`src/rtl/pmc_pkg.sv`:
```
// pmc_pkg: constants and types for the power mode controller
package pmc_pkg;

  // ******************************
  // register byte offsets
  // ******************************
  localparam logic [7:0] PMC_MODE_OFF = 8'h00;
  localparam logic [7:0] PMC_ACT_TPL_OFF = 8'h04;
  localparam logic [7:0] PMC_ALT_TPL_OFF = 8'h08;
  localparam logic [7:0] PMC_WAKE_EN_OFF = 8'h0C;
  localparam logic [7:0] PMC_REG_CTL_OFF = 8'h10;
  localparam logic [7:0] PMC_STATUS_OFF = 8'h14;

  // ******************************
  // widths, fields and reset values
  // ******************************
  localparam int PMC_NSUB = 16;
  localparam int PMC_NWAKE = 8;
  localparam int PMC_CPU_BIT = 0;
  localparam int PMC_PIN_WAKE_BIT = 0;
  localparam int PMC_REG_DIG_BIT = 0;
  localparam int PMC_REG_ANA_BIT = 1;
  localparam logic [15:0] PMC_ACT_TPL_RST = 16'hFFFF;
  localparam logic [15:0] PMC_ALT_TPL_RST = 16'hFFFE;
  localparam logic [7:0] PMC_WAKE_EN_RST = 8'hFF;
  localparam logic [1:0] PMC_REG_CTL_RST = 2'h0;

  // ******************************
  // mode-select codes
  // ******************************
  localparam logic [1:0] PMC_SEL_ACTIVE = 2'h0;
  localparam logic [1:0] PMC_SEL_ALT = 2'h1;
  localparam logic [1:0] PMC_SEL_SLEEP = 2'h2;
  localparam logic [1:0] PMC_SEL_HIB = 2'h3;

  // ******************************
  // timing
  // ******************************
  localparam int PMC_CLK_HZ = 20000000;
  localparam int PMC_RESUME_US = 15;
  localparam int PMC_RESUME_CYC = (PMC_RESUME_US * (PMC_CLK_HZ / 1000000) > 0) ?
                                  PMC_RESUME_US * (PMC_CLK_HZ / 1000000) : 1;
  localparam int PMC_CNT_W = 9;

  typedef enum logic [4:0] {
    PMC_ST_ACTIVE = 5'h01,
    PMC_ST_ALT = 5'h02,
    PMC_ST_SLEEP = 5'h04,
    PMC_ST_HIB = 5'h08,
    PMC_ST_RESUME = 5'h10
  } pmc_state_t;

endpackage : pmc_pkg

```
`src/rtl/pmc_apb.sv`:
```
// pmc_apb: apb slave register file
module pmc_apb
  import pmc_pkg::*;
(
  input wire logic clock,
  input wire logic srst,
  input wire logic clk_en,
  input wire logic psel,
  input wire logic penable,
  input wire logic pwrite,
  input wire logic [7:0] paddr,
  input wire logic [31:0] pwdata,
  output logic [31:0] prdata,
  output logic pready,
  output logic pslverr,
  input wire logic [4:0] state_vec,
  output logic mode_wr,
  output logic [1:0] mode_sel,
  output logic [15:0] act_tpl,
  output logic [15:0] alt_tpl,
  output logic [7:0] wake_en,
  output logic [1:0] reg_ctl
);

  logic [15:0] act_r, act_nxt, alt_r, alt_nxt;
  logic [7:0] wake_r, wake_nxt;
  logic [1:0] rc_r, rc_nxt;
  logic [31:0] rd;
  logic hit;
  logic wr;

  assign wr = psel && penable && pwrite && clk_en;
  assign pready = 1'b1;

  always_comb begin
    rd = 32'h0;
    hit = 1'b1;
    if (paddr == PMC_MODE_OFF) begin
      rd = {27'h0, state_vec};
    end else if (paddr == PMC_ACT_TPL_OFF) begin
      rd = {16'h0, act_r};
    end else if (paddr == PMC_ALT_TPL_OFF) begin
      rd = {16'h0, alt_r};
    end else if (paddr == PMC_WAKE_EN_OFF) begin
      rd = {24'h0, wake_r};
    end else if (paddr == PMC_REG_CTL_OFF) begin
      rd = {30'h0, rc_r};
    end else if (paddr == PMC_STATUS_OFF) begin
      rd = {27'h0, state_vec};
    end else begin
      hit = 1'b0;
    end
  end

  always_comb begin
    act_nxt = act_r;
    alt_nxt = alt_r;
    wake_nxt = wake_r;
    rc_nxt = rc_r;
    if (wr && paddr == PMC_ACT_TPL_OFF) begin
      act_nxt = pwdata[15:0];
    end else if (wr && paddr == PMC_ALT_TPL_OFF) begin
      alt_nxt = pwdata[15:0];
    end else if (wr && paddr == PMC_WAKE_EN_OFF) begin
      wake_nxt = pwdata[7:0];
    end else if (wr && paddr == PMC_REG_CTL_OFF) begin
      rc_nxt = pwdata[1:0];
    end
  end

  always_ff @(posedge clock) begin
    if (srst) begin
      act_r <= PMC_ACT_TPL_RST;
      alt_r <= PMC_ALT_TPL_RST;
      wake_r <= PMC_WAKE_EN_RST;
      rc_r <= PMC_REG_CTL_RST;
    end else if (clk_en) begin
      act_r <= act_nxt;
      alt_r <= alt_nxt;
      wake_r <= wake_nxt;
      rc_r <= rc_nxt;
    end
  end

  assign prdata = (psel && !pwrite) ? rd : 32'h0;
  assign pslverr = psel && penable && !hit;
  assign mode_wr = wr && paddr == PMC_MODE_OFF;
  assign mode_sel = pwdata[1:0];
  assign act_tpl = act_r;
  assign alt_tpl = alt_r;
  assign wake_en = wake_r;
  assign reg_ctl = rc_r;

endmodule : pmc_apb

```
`src/rtl/pmc_sync.sv`:
```
// pmc_sync: three-stage synchroniser with agreement filter
module pmc_sync
  import pmc_pkg::*;
#(
  parameter int W = 8
) (
  input wire logic clock,
  input wire logic srst,
  input wire logic clk_en,
  input wire logic [W-1:0] async_in,
  output logic [W-1:0] sync_out
);

  logic [W-1:0] s1_r, s2_r, s3_r, out_r;
  logic [W-1:0] out_nxt;

  always_comb begin
    out_nxt = out_r;
    for (int i = 0; i < W; i++) begin
      if (s2_r[i] == s3_r[i]) begin
        out_nxt[i] = s2_r[i];
      end
    end
  end

  always_ff @(posedge clock) begin
    if (srst) begin
      s1_r <= '0;
      s2_r <= '0;
      s3_r <= '0;
      out_r <= '0;
    end else if (clk_en) begin
      s1_r <= async_in;
      s2_r <= s1_r;
      s3_r <= s2_r;
      out_r <= out_nxt;
    end
  end

  assign sync_out = out_r;

endmodule : pmc_sync

```
`src/rtl/pmc_top.sv`:
```
// pmc_top: global power mode controller
// Operation
// - four modes active, alternate active, sleep and hibernate, highest to lowest power.
// - in active each subsystem enable follows its bit of the active template.
// - alternate active uses its own separately written template.
// - entering sleep forces every subsystem off whatever the templates say.
// - low-speed oscillators and timewheel stay running through sleep.
// - core regulators run buzzed during sleep.
// - hibernate stops every clock while registers and sram keep their contents.
// - only pin interrupts wake from hibernate.
// - in hibernate only the hibernate regulator is enabled.
// - core regulators may be disabled for external regulation in active, alternate and sleep.
// - any wakeup returns to active and re-enables the cpu regardless of template; the code holds cpu_en on for one cycle, then it follows act_tpl bit 0.
// - after reset the mode is active.
// - resume from sleep takes no more than 15 us.
module pmc_top
  import pmc_pkg::*;
(
  input wire logic clock,
  input wire logic srst,
  input wire logic clk_en,
  input wire logic psel,
  input wire logic penable,
  input wire logic pwrite,
  input wire logic [7:0] paddr,
  input wire logic [31:0] pwdata,
  output logic [31:0] prdata,
  output logic pready,
  output logic pslverr,
  input wire logic [PMC_NWAKE-1:0] wake_irq,
  output logic [PMC_NSUB-1:0] subsys_en,
  output logic cpu_en,
  output logic sys_clk_en,
  output logic low_speed_osc_en,
  output logic dig_reg_en,
  output logic ana_reg_en,
  output logic core_reg_buzz,
  output logic hib_reg_en,
  output logic retain
);

  // ******************************
  // wiring
  // ******************************
  pmc_state_t st_r, st_nxt;
  logic [PMC_CNT_W-1:0] cnt_r, cnt_nxt;
  logic [PMC_NWAKE-1:0] wake_s;
  logic mode_wr;
  logic [1:0] mode_sel;
  logic [15:0] act_tpl, alt_tpl;
  logic [7:0] wake_en;
  logic [1:0] reg_ctl;
  logic any_wake, pin_wake;
  logic [PMC_NSUB-1:0] sub_r, sub_nxt;
  logic cpu_r, cpu_nxt, clk_r, clk_nxt, lso_r, lso_nxt;
  logic dig_r, dig_nxt, ana_r, ana_nxt, buzz_r, buzz_nxt, hib_r, hib_nxt;

  pmc_sync #(.W(PMC_NWAKE)) pmc_sync_i (
    .clock(clock),
    .srst(srst),
    .clk_en(clk_en),
    .async_in(wake_irq),
    .sync_out(wake_s)
  );

  pmc_apb pmc_apb_i (
    .clock(clock),
    .srst(srst),
    .clk_en(clk_en),
    .psel(psel),
    .penable(penable),
    .pwrite(pwrite),
    .paddr(paddr),
    .pwdata(pwdata),
    .prdata(prdata),
    .pready(pready),
    .pslverr(pslverr),
    .state_vec(st_r),
    .mode_wr(mode_wr),
    .mode_sel(mode_sel),
    .act_tpl(act_tpl),
    .alt_tpl(alt_tpl),
    .wake_en(wake_en),
    .reg_ctl(reg_ctl)
  );

  assign any_wake = |(wake_s & wake_en);
  assign pin_wake = wake_s[PMC_PIN_WAKE_BIT] & wake_en[PMC_PIN_WAKE_BIT];

  // ******************************
  // mode state machine
  // ******************************
  always_comb begin
    st_nxt = st_r;
    cnt_nxt = cnt_r;
    case (st_r)
      PMC_ST_ACTIVE, PMC_ST_ALT: begin
        if (mode_wr) begin
          case (mode_sel)
            PMC_SEL_ALT: st_nxt = PMC_ST_ALT;
            PMC_SEL_SLEEP: st_nxt = PMC_ST_SLEEP;
            PMC_SEL_HIB: st_nxt = PMC_ST_HIB;
            default: st_nxt = PMC_ST_ACTIVE;
          endcase
        end else if (st_r == PMC_ST_ALT && any_wake) begin
          st_nxt = PMC_ST_ACTIVE;
        end
      end
      PMC_ST_SLEEP: begin
        if (any_wake) begin
          st_nxt = PMC_ST_RESUME;
          cnt_nxt = PMC_CNT_W'(PMC_RESUME_CYC - 1);
        end
      end
      PMC_ST_HIB: begin
        if (pin_wake) begin
          st_nxt = PMC_ST_ACTIVE;
        end
      end
      PMC_ST_RESUME: begin
        if (cnt_r == '0) begin
          st_nxt = PMC_ST_ACTIVE;
        end else begin
          cnt_nxt = cnt_r - 1'b1;
        end
      end
      default: st_nxt = PMC_ST_ACTIVE;
    endcase
  end

  always_ff @(posedge clock) begin
    if (srst) begin
      st_r <= PMC_ST_ACTIVE;
      cnt_r <= '0;
    end else if (clk_en) begin
      st_r <= st_nxt;
      cnt_r <= cnt_nxt;
    end
  end

  // ******************************
  // enable outputs
  // ******************************
  always_comb begin
    sub_nxt = '0;
    cpu_nxt = 1'b0;
    clk_nxt = 1'b0;
    lso_nxt = 1'b0;
    dig_nxt = 1'b0;
    ana_nxt = 1'b0;
    buzz_nxt = 1'b0;
    hib_nxt = 1'b0;
    case (st_nxt)
      PMC_ST_ACTIVE: begin
        sub_nxt = act_tpl;
        cpu_nxt = act_tpl[PMC_CPU_BIT] | (st_r != PMC_ST_ACTIVE);
        clk_nxt = 1'b1;
        lso_nxt = 1'b1;
        dig_nxt = ~reg_ctl[PMC_REG_DIG_BIT];
        ana_nxt = ~reg_ctl[PMC_REG_ANA_BIT];
      end
      PMC_ST_ALT: begin
        sub_nxt = alt_tpl;
        cpu_nxt = alt_tpl[PMC_CPU_BIT];
        clk_nxt = 1'b1;
        lso_nxt = 1'b1;
        dig_nxt = ~reg_ctl[PMC_REG_DIG_BIT];
        ana_nxt = ~reg_ctl[PMC_REG_ANA_BIT];
      end
      PMC_ST_SLEEP, PMC_ST_RESUME: begin
        lso_nxt = 1'b1;
        dig_nxt = ~reg_ctl[PMC_REG_DIG_BIT];
        ana_nxt = ~reg_ctl[PMC_REG_ANA_BIT];
        buzz_nxt = (st_nxt == PMC_ST_SLEEP);
      end
      PMC_ST_HIB: begin
        hib_nxt = 1'b1;
      end
      default: begin
        sub_nxt = '0;
      end
    endcase
  end

  always_ff @(posedge clock) begin
    if (srst) begin
      sub_r <= PMC_ACT_TPL_RST;
      cpu_r <= 1'b1;
      clk_r <= 1'b1;
      lso_r <= 1'b1;
      dig_r <= 1'b1;
      ana_r <= 1'b1;
      buzz_r <= 1'b0;
      hib_r <= 1'b0;
    end else if (clk_en) begin
      sub_r <= sub_nxt;
      cpu_r <= cpu_nxt;
      clk_r <= clk_nxt;
      lso_r <= lso_nxt;
      dig_r <= dig_nxt;
      ana_r <= ana_nxt;
      buzz_r <= buzz_nxt;
      hib_r <= hib_nxt;
    end
  end

  assign subsys_en = sub_r;
  assign cpu_en = cpu_r;
  assign sys_clk_en = clk_r;
  assign low_speed_osc_en = lso_r;
  assign dig_reg_en = dig_r;
  assign ana_reg_en = ana_r;
  assign core_reg_buzz = buzz_r;
  assign hib_reg_en = hib_r;
  assign retain = 1'b1;

  // ******************************
  // checks
  // ******************************
  a_one_hot_mode: assert property (@(posedge clock) disable iff (srst) $onehot(st_r))
    else $error("mode state not one-hot");

  a_hib_pin_only: assert property (@(posedge clock) disable iff (srst)
    (st_r == PMC_ST_HIB && clk_en && !pin_wake) |=> st_r == PMC_ST_HIB)
    else $error("hibernate left without pin wake");

  a_hib_outputs: assert property (@(posedge clock) disable iff (srst)
    (st_r == PMC_ST_HIB && $past(st_r) == PMC_ST_HIB) |-> (hib_reg_en && !dig_reg_en && !ana_reg_en && !sys_clk_en))
    else $error("hibernate outputs wrong");

  a_sleep_forced: assert property (@(posedge clock) disable iff (srst)
    (st_r == PMC_ST_SLEEP && clk_en) |=> (subsys_en == '0 && !cpu_en))
    else $error("sleep left subsystems on");

  a_sleep_lso: assert property (@(posedge clock) disable iff (srst)
    (st_r == PMC_ST_SLEEP) |-> (low_speed_osc_en && core_reg_buzz))
    else $error("sleep osc or buzz wrong");

  a_resume_bound: assert property (@(posedge clock) disable iff (srst)
    ($rose(st_r == PMC_ST_RESUME) && clk_en) |-> ##[1:300] (st_r == PMC_ST_ACTIVE || !clk_en))
    else $error("resume too slow");

  a_wake_cpu: assert property (@(posedge clock) disable iff (srst)
    (st_r != PMC_ST_ACTIVE && st_nxt == PMC_ST_ACTIVE && clk_en) |=> cpu_en)
    else $error("cpu not enabled on wake");

  a_active_tpl: assert property (@(posedge clock) disable iff (srst)
    (st_r == PMC_ST_ACTIVE && $past(st_r) == PMC_ST_ACTIVE && $stable(act_tpl) && clk_en && $past(clk_en))
    |-> subsys_en == act_tpl)
    else $error("active template not applied");

  a_alt_entry: assert property (@(posedge clock) disable iff (srst)
    (st_r == PMC_ST_ACTIVE && clk_en && !mode_wr) |=> st_r == PMC_ST_ACTIVE)
    else $error("left active without write");

endmodule : pmc_top

```
`config.mk`:
```
export PLATFORM = sky130hd
export DESIGN_NAME = pmc_top
export DESIGN_NICKNAME = d
export VERILOG_FILES = /design/src/rtl/pmc_pkg.sv /design/src/rtl/pmc_apb.sv /design/src/rtl/pmc_sync.sv /design/src/rtl/pmc_top.sv
export SDC_FILE = /design/constraint.sdc
export NUM_CORES = 1
export LEC_CHECK = 0
export BUFFER_PORTS_ARGS = -buffer_cell sky130_fd_sc_hd__buf_2
export CAP_MARGIN = 20
export CORE_MARGIN = 3
export CORE_UTILIZATION = 55
export DETAILED_ROUTE_END_ITERATION = 12
export PLACE_DENSITY = 0.76
export SYNTH_ARGS = -nofsm -noshare
export SYNTH_HDL_FRONTEND = slang
export SYNTH_HIERARCHICAL = 1
export SYNTH_SLANG_ARGS = --single-unit
```
`constraint.sdc`:
```
create_clock -name clock -period 5.4 [get_ports clock]
set_clock_uncertainty 0.2 [all_clocks]
set_input_delay 0.54 -clock clock [delete_from_list [all_inputs] [get_ports clock]]
set_output_delay 0.54 -clock clock [all_outputs]
set_load 0.1 [all_outputs]
```
**Word-level counts from Yosys, hierarchy flattened**

Cells that the tools add are included.

- Flip-flop bits (word level): 111
- Input bits: 54
- Output and inout port bits: 58
- Word-level logic and storage cells: 128

- $add $sub $neg: 1
- Equal/unequal tests: 29
- Mux-type cells: 31
- Bitwise logic cells: 8
- Reductions and logical operators: 34

Operators with widths:

| cell | number |
|---|---|
| 32-bit 2-to-1 mux | 6 |
| 16-bit one-hot mux with 2 select lines | 1 |
| 5-bit 2-to-1 mux | 6 |
| 5-bit one-hot mux with 4 select lines | 1 |
| 9-bit 2-to-1 mux | 2 |
| 9-bit one-hot mux with 2 select lines | 1 |
| 2-bit AND reduction | 9 |
| 8-bit by 4-bit equality test with 1-bit output, second input constant | 2 |
| 8-bit by 5-bit equality test with 1-bit output, second input constant | 2 |
| 1-bit 2-to-1 mux | 12 |
| 4-bit one-hot mux with 3 select lines | 1 |
| 1-bit logical AND | 11 |
| 5-bit by 1-bit equality test with 1-bit output, second input constant | 2 |
| 5-bit by 2-bit equality test with 1-bit output, second input constant | 2 |
| 5-bit by 3-bit equality test with 1-bit output, second input constant | 2 |
| 5-bit by 4-bit equality test with 1-bit output, second input constant | 2 |
| 5-bit equality test, second input constant | 2 |
| 9-bit zero test | 1 |
| 9-bit by 1-bit subtractor with 9-bit output, second input constant | 1 |
| 8-bit AND | 1 |
| 1-bit equality test | 8 |
| 8-bit by 3-bit equality test with 1-bit output, second input constant | 1 |
| 8-bit zero test | 1 |
| 4-bit AND reduction | 2 |
| other kinds (15) | 24 |

**Longest topological paths before layout**

- Depth after elaboration: 9
- Mapped depth: 10
- Mapped depth without buffers: 8

**Hierarchy**

The synthesis kept the hierarchy.

Modules (own cells, without submodules):

| module | times used | cells an instance | area each (um^2) | seq. area each (um^2) |
|---|---|---|---|---|
| pmc_apb | 1 | 264 | 2,289.7 | 840.8 |
| pmc_top | 1 | 255 | 2,160.8 | 740.7 |
| pmc_sync | 1 | 129 | 1,403.8 | 640.6 |

**Worst setup path after synthesis**

OpenSTA, ideal clock, no wires.

- Path type: input port to output port
- Start point: input port paddr[4]
- End point: output port prdata[5]
- Arrival: 2.674 ns
- Data required time: 4.660 ns
- Path slack: 1.986 ns
- Stages: 5
- Buffers on the path: 1
- Cells stage by stage: buf_6 nor4_4 nand3_2 o21bai_1 nor2_1

- Longest elaborated chain between the ends: 6
- Elaborated cells on any way between the ends: 9
- Classes of those cells: eq/ne: 3; mux: 5; reduce/logical: 1

RTL lines:

| what | line | RTL |
|---|---|---|
| start, declared | pmc_top.sv:25 | `input wire logic [7:0] paddr,` |
| 8-bit by 4-bit equality test with 1-bit output | pmc_apb.sv:44 | `end else if (paddr == PMC_WAKE_EN_OFF) begin` |
| 32-bit 2-to-1 mux | pmc_apb.sv:44 |  |
| 32-bit 2-to-1 mux | pmc_apb.sv:42 | `end else if (paddr == PMC_ALT_TPL_OFF) begin` |
| 32-bit 2-to-1 mux | pmc_apb.sv:40 | `end else if (paddr == PMC_ACT_TPL_OFF) begin` |
| 32-bit 2-to-1 mux * | pmc_apb.sv:38 | `if (paddr == PMC_MODE_OFF) begin` |
| 32-bit 2-to-1 mux * | pmc_apb.sv:85 | `assign prdata = (psel && !pwrite) ? rd : 32'h0;` |
| end, declared | pmc_top.sv:27 | `output logic [31:0] prdata,` |

Every way passes the cells marked *; elsewhere a longest branch is shown, timed or not.

**Final worst setup path**

- Start point: input port paddr[4]
- End point: register sub_r[11], in the netlist subsys_en[11]

- Longest elaborated chain between the ends: 6
- Elaborated cells on any way between the ends: 7
- Classes of those cells: eq/ne: 2; mux: 3; reduce/logical: 2

RTL lines:

| what | line | RTL |
|---|---|---|
| 8-bit zero test * | pmc_apb.sv:87 | `assign mode_wr = wr && paddr == PMC_MODE_OFF;` |
| 1-bit logical AND * | pmc_apb.sv:87 |  |
| via mode_wr | pmc_top.sv:48 | `logic mode_wr;` |
| 5-bit 2-to-1 mux * | pmc_top.sv:98 | `if (mode_wr) begin` |
| 5-bit one-hot mux with 4 select lines * | pmc_top.sv:96 | `case (st_r)` |
| 5-bit by 2-bit equality test with 1-bit output / 5-bit by 1-bit equality test with 1-bit output (equally long branches) | pmc_top.sv:153 | `case (st_nxt)` |
| 16-bit one-hot mux with 2 select lines * | pmc_top.sv:153 |  |
| end signal, assigned | pmc_top.sv:196 | `sub_r <= sub_nxt;` |
| end, declared | pmc_top.sv:54 | `logic [PMC_NSUB-1:0] sub_r, sub_nxt;` |

The timed path passes the listed nets; every way through them passes the cells marked *.
A chain may end at the register's enable or synchronous reset.

==> impl_metrics.yaml <==
placed_design:
  portBuffers: 77
  globalplace.congestion: 0.866
  placed_cell_area_mm2: 0.00601
  hpwlAfterDp_um: 9860
floorplanning:
  die_h_um: 109
  ios: 112
  initial_core_util_pct: 56.7
  die_w_um: 109
  die_area_mm2: 0.0119
  coreArea_mm2: 0.0103
  rows: 37
detailed_routing:
  viasPerCell: 6.01
  drtAntennaViolNets: 0
  dr.pass1.iters: 5
  first_iter_violations: 456
  wl_per_cell_um: 17.1
  post-route-drc-count: 0
  vias: 5002
  wirelength_um: 14200
pwr:
  power_mw: 1.68
  p_per_area_mw_per_mm2: 269
  max-vdd-ir-drop_mv: 0.145
  leakagePower_nw: 2.37
setup_path:
  worstPathMaxFanout: 18
  required_ns: 5.50
  r2r_end: "low_speed_osc_en"
  r2r_slack_ns: 2.84
  worstSetupPathType: "input pin to flop"
  crit_path_start_kind: "input pin"
  cp-end-kind: "flop"
  rr_startpoint: "cnt_r[0]"
  arrival_ns: 3.59
  ff2ff_path_depth: 7
cells_and_area:
  fin_nets: 747
  final_core_util_pct: 60.5
  antenna_cells: 0
  nFillCells: 903
  drive_gt1_share_pct: 23.9
  area_growth_pct: 6.60
  fin_area_mm2: 0.00624
sta:
  hold_viol: 0
  fin_crit_ns: 3.49
  fmax_mhz: 286
  max-slew-margin-rel_pct: 26.6
  setup_viol: 0
  fin_crit_sh_pct: 64.7
  slew_viol_final: 0
  fin_setup_tns_ns: 0
  rsz0062_at_grt: "false"
  tightest_slew_ns: 1.10
min_path:
  holdCritPathClass: "input pin to flop"
  whs_endpoint: "pmc_sync_i/s1_r[3]"
  worstHoldStart: "wake_irq[3]"
  hold_path_depth: 3
synthesis:
  synth_area_leaders: "dfxtp_1, mux2i_1, nor2_1"
  yosys_most_used_dff: "dfxtp_1"
  yosysMostFrequentCell: "dfxtp_1"
  yosys.cell_types.count: 67
  synth_seq_area_share_pct: 38.0
  synth-seq-cells: 111
  synth_common_cells: "dfxtp_1, nor2_1, a21oi_1"
  synth_warnings: 6
  synthArstFlopShare_pct: 0
  synth_edf_count: 0
  synthCells: 648
  synth_area_per_cell_um2: 9.03
  netlist_area_mm2: 0.00585
  yosysTopAreaCell: "dfxtp_1"
  synth_top_area_share_pct: 38.0
clocking:
  cts_sinks: 111
  clk_pin_slew_ns: 0.10
  cts_tree: "done"
  root_buffer: "clkbuf_8"
  holdBufCountCts: 0
  post_cts_buffers: 0
  clk_latency_ns: 0.37
  cts_htree_levels: 3
  clockBufferDepth: 2
  cts_resized: 0
  cts_made_buffers: 9
global_route:
  use_met3_pct: 5.21
  grt-ovfl-total: 0
  grt_usage_pct: 23.9
  grt_max_degree: 74
  grt_pass1_wl_um: 22800
  use_met1_pct: 31.2
  antenna_found_initial: 0
  grt_use_met2_pct: 39.1
  top_usage_layer: "met2"
  first_global_vias: 4535
run_status:
  status: "finished clean"
flow_run:
  drv_cap: 0
## metrics by stage
step	cells	hold WS (ns)	setup slack (ns)
finish	832	0.198	1.91
global placement	814	0.247	1.70
global route	832	0.201	1.65
detailed placement	814	0.250	1.57
CTS	830	0.182	1.72
floorplan	663	0.231	1.99
## metal layers
layer | vias up | wire length, um
met5 | - | 0
met2 | 167 | 6880
met4 | 0 | 313
met3 | 29 | 857
met1 | 2402 | 6150
li1 | 2404 | -
## report_power, final
part | internal [mW] | switching (mW)
clock network | 0.199 | 0.283
logic | 0.0710 | 0.263
registers | 0.840 | 0.0201
total | 1.11 | 0.566
## state kept, by name, indices dropped and copies added, names as in the netlist, 2 cells and up
name	cells
cnt_r	9
pmc_apb_i/act_tpl	16
pmc_apb_i/alt_tpl	16
pmc_apb_i/reg_ctl	2
pmc_apb_i/wake_en	8
pmc_sync_i/s1_r	8
pmc_sync_i/s2_r	8
pmc_sync_i/s3_r	8
pmc_sync_i/sync_out	8
st_r	5
subsys_en	16
## area by class of cell
class | instances | area, um2 | area share (%)
Inverter | 16 | 60.1 | 0.962
Timing Repair Buffer | 83 | 457 | 7.32
Clock inverter | 4 | 35.0 | 0.561
Clock buffer | 12 | 155 | 2.49
Sequential cell | 111 | 2220 | 35.6
Multi-Input combinational cell | 470 | 3140 | 50.3
Tap cell | 136 | 170 | 2.73
## cells by family after synthesis
family          Yosys count  synth area share (%)
xor+xnor                  3                 0.449
compound gates          182                  23.6
mux                      41                  7.12
flops                   111                  38.0
other cells               3                 0.192
fa+ha+maj                 2                 0.427
buf+inv                  82                  9.53
simple gates            224                  20.7
## worst max-delay path, stage by stage
cell and delay (ns):
buf_2 0.17, nor4_4 0.41, nand2_1 0.21, nor4b_1 0.80, nand3b_1 0.21, a21oi_2 0.80
o2111ai_1 0.30, o211ai_2 0.14
## placed cells by master, fill, tap and decap left out, types with 16 or more instances in the layout
master | Yosys | layout
mux2i_1 | 36 | 36
dfxtp_1 | 111 | 111
a22oi_1 | 17 | 17
nor3_1 | 40 | 40
a21oi_1 | 52 | 52
o21ai_0 | 28 | 28
nand2b_1 | 16 | 16
buf_2 | 8 | 76
conb_1 | 3 | 18
nor2_1 | 84 | 84
nand2_1 | 26 | 26
## how the worst max path moves through the flow
| stage | startpoint | endpoint | slack, ns | depth (start not counted) |
|---|---|---|---|---|
| after floorplan | paddr[4] | prdata[5] | 1.99 | 5 |
| after global placement | paddr[4] | subsys_en[0] | 1.70 | 8 |
| after detailed placement | paddr[4] | subsys_en[11] | 1.57 | 8 |
| after CTS | paddr[2] | prdata[3] | 1.72 | 6 |
| after global routing | paddr[4] | subsys_en[11] | 1.65 | 8 |
| final | paddr[4] | subsys_en[11] | 1.91 | 8 |
Note: power is estimated with default switching activity, not from simulation.
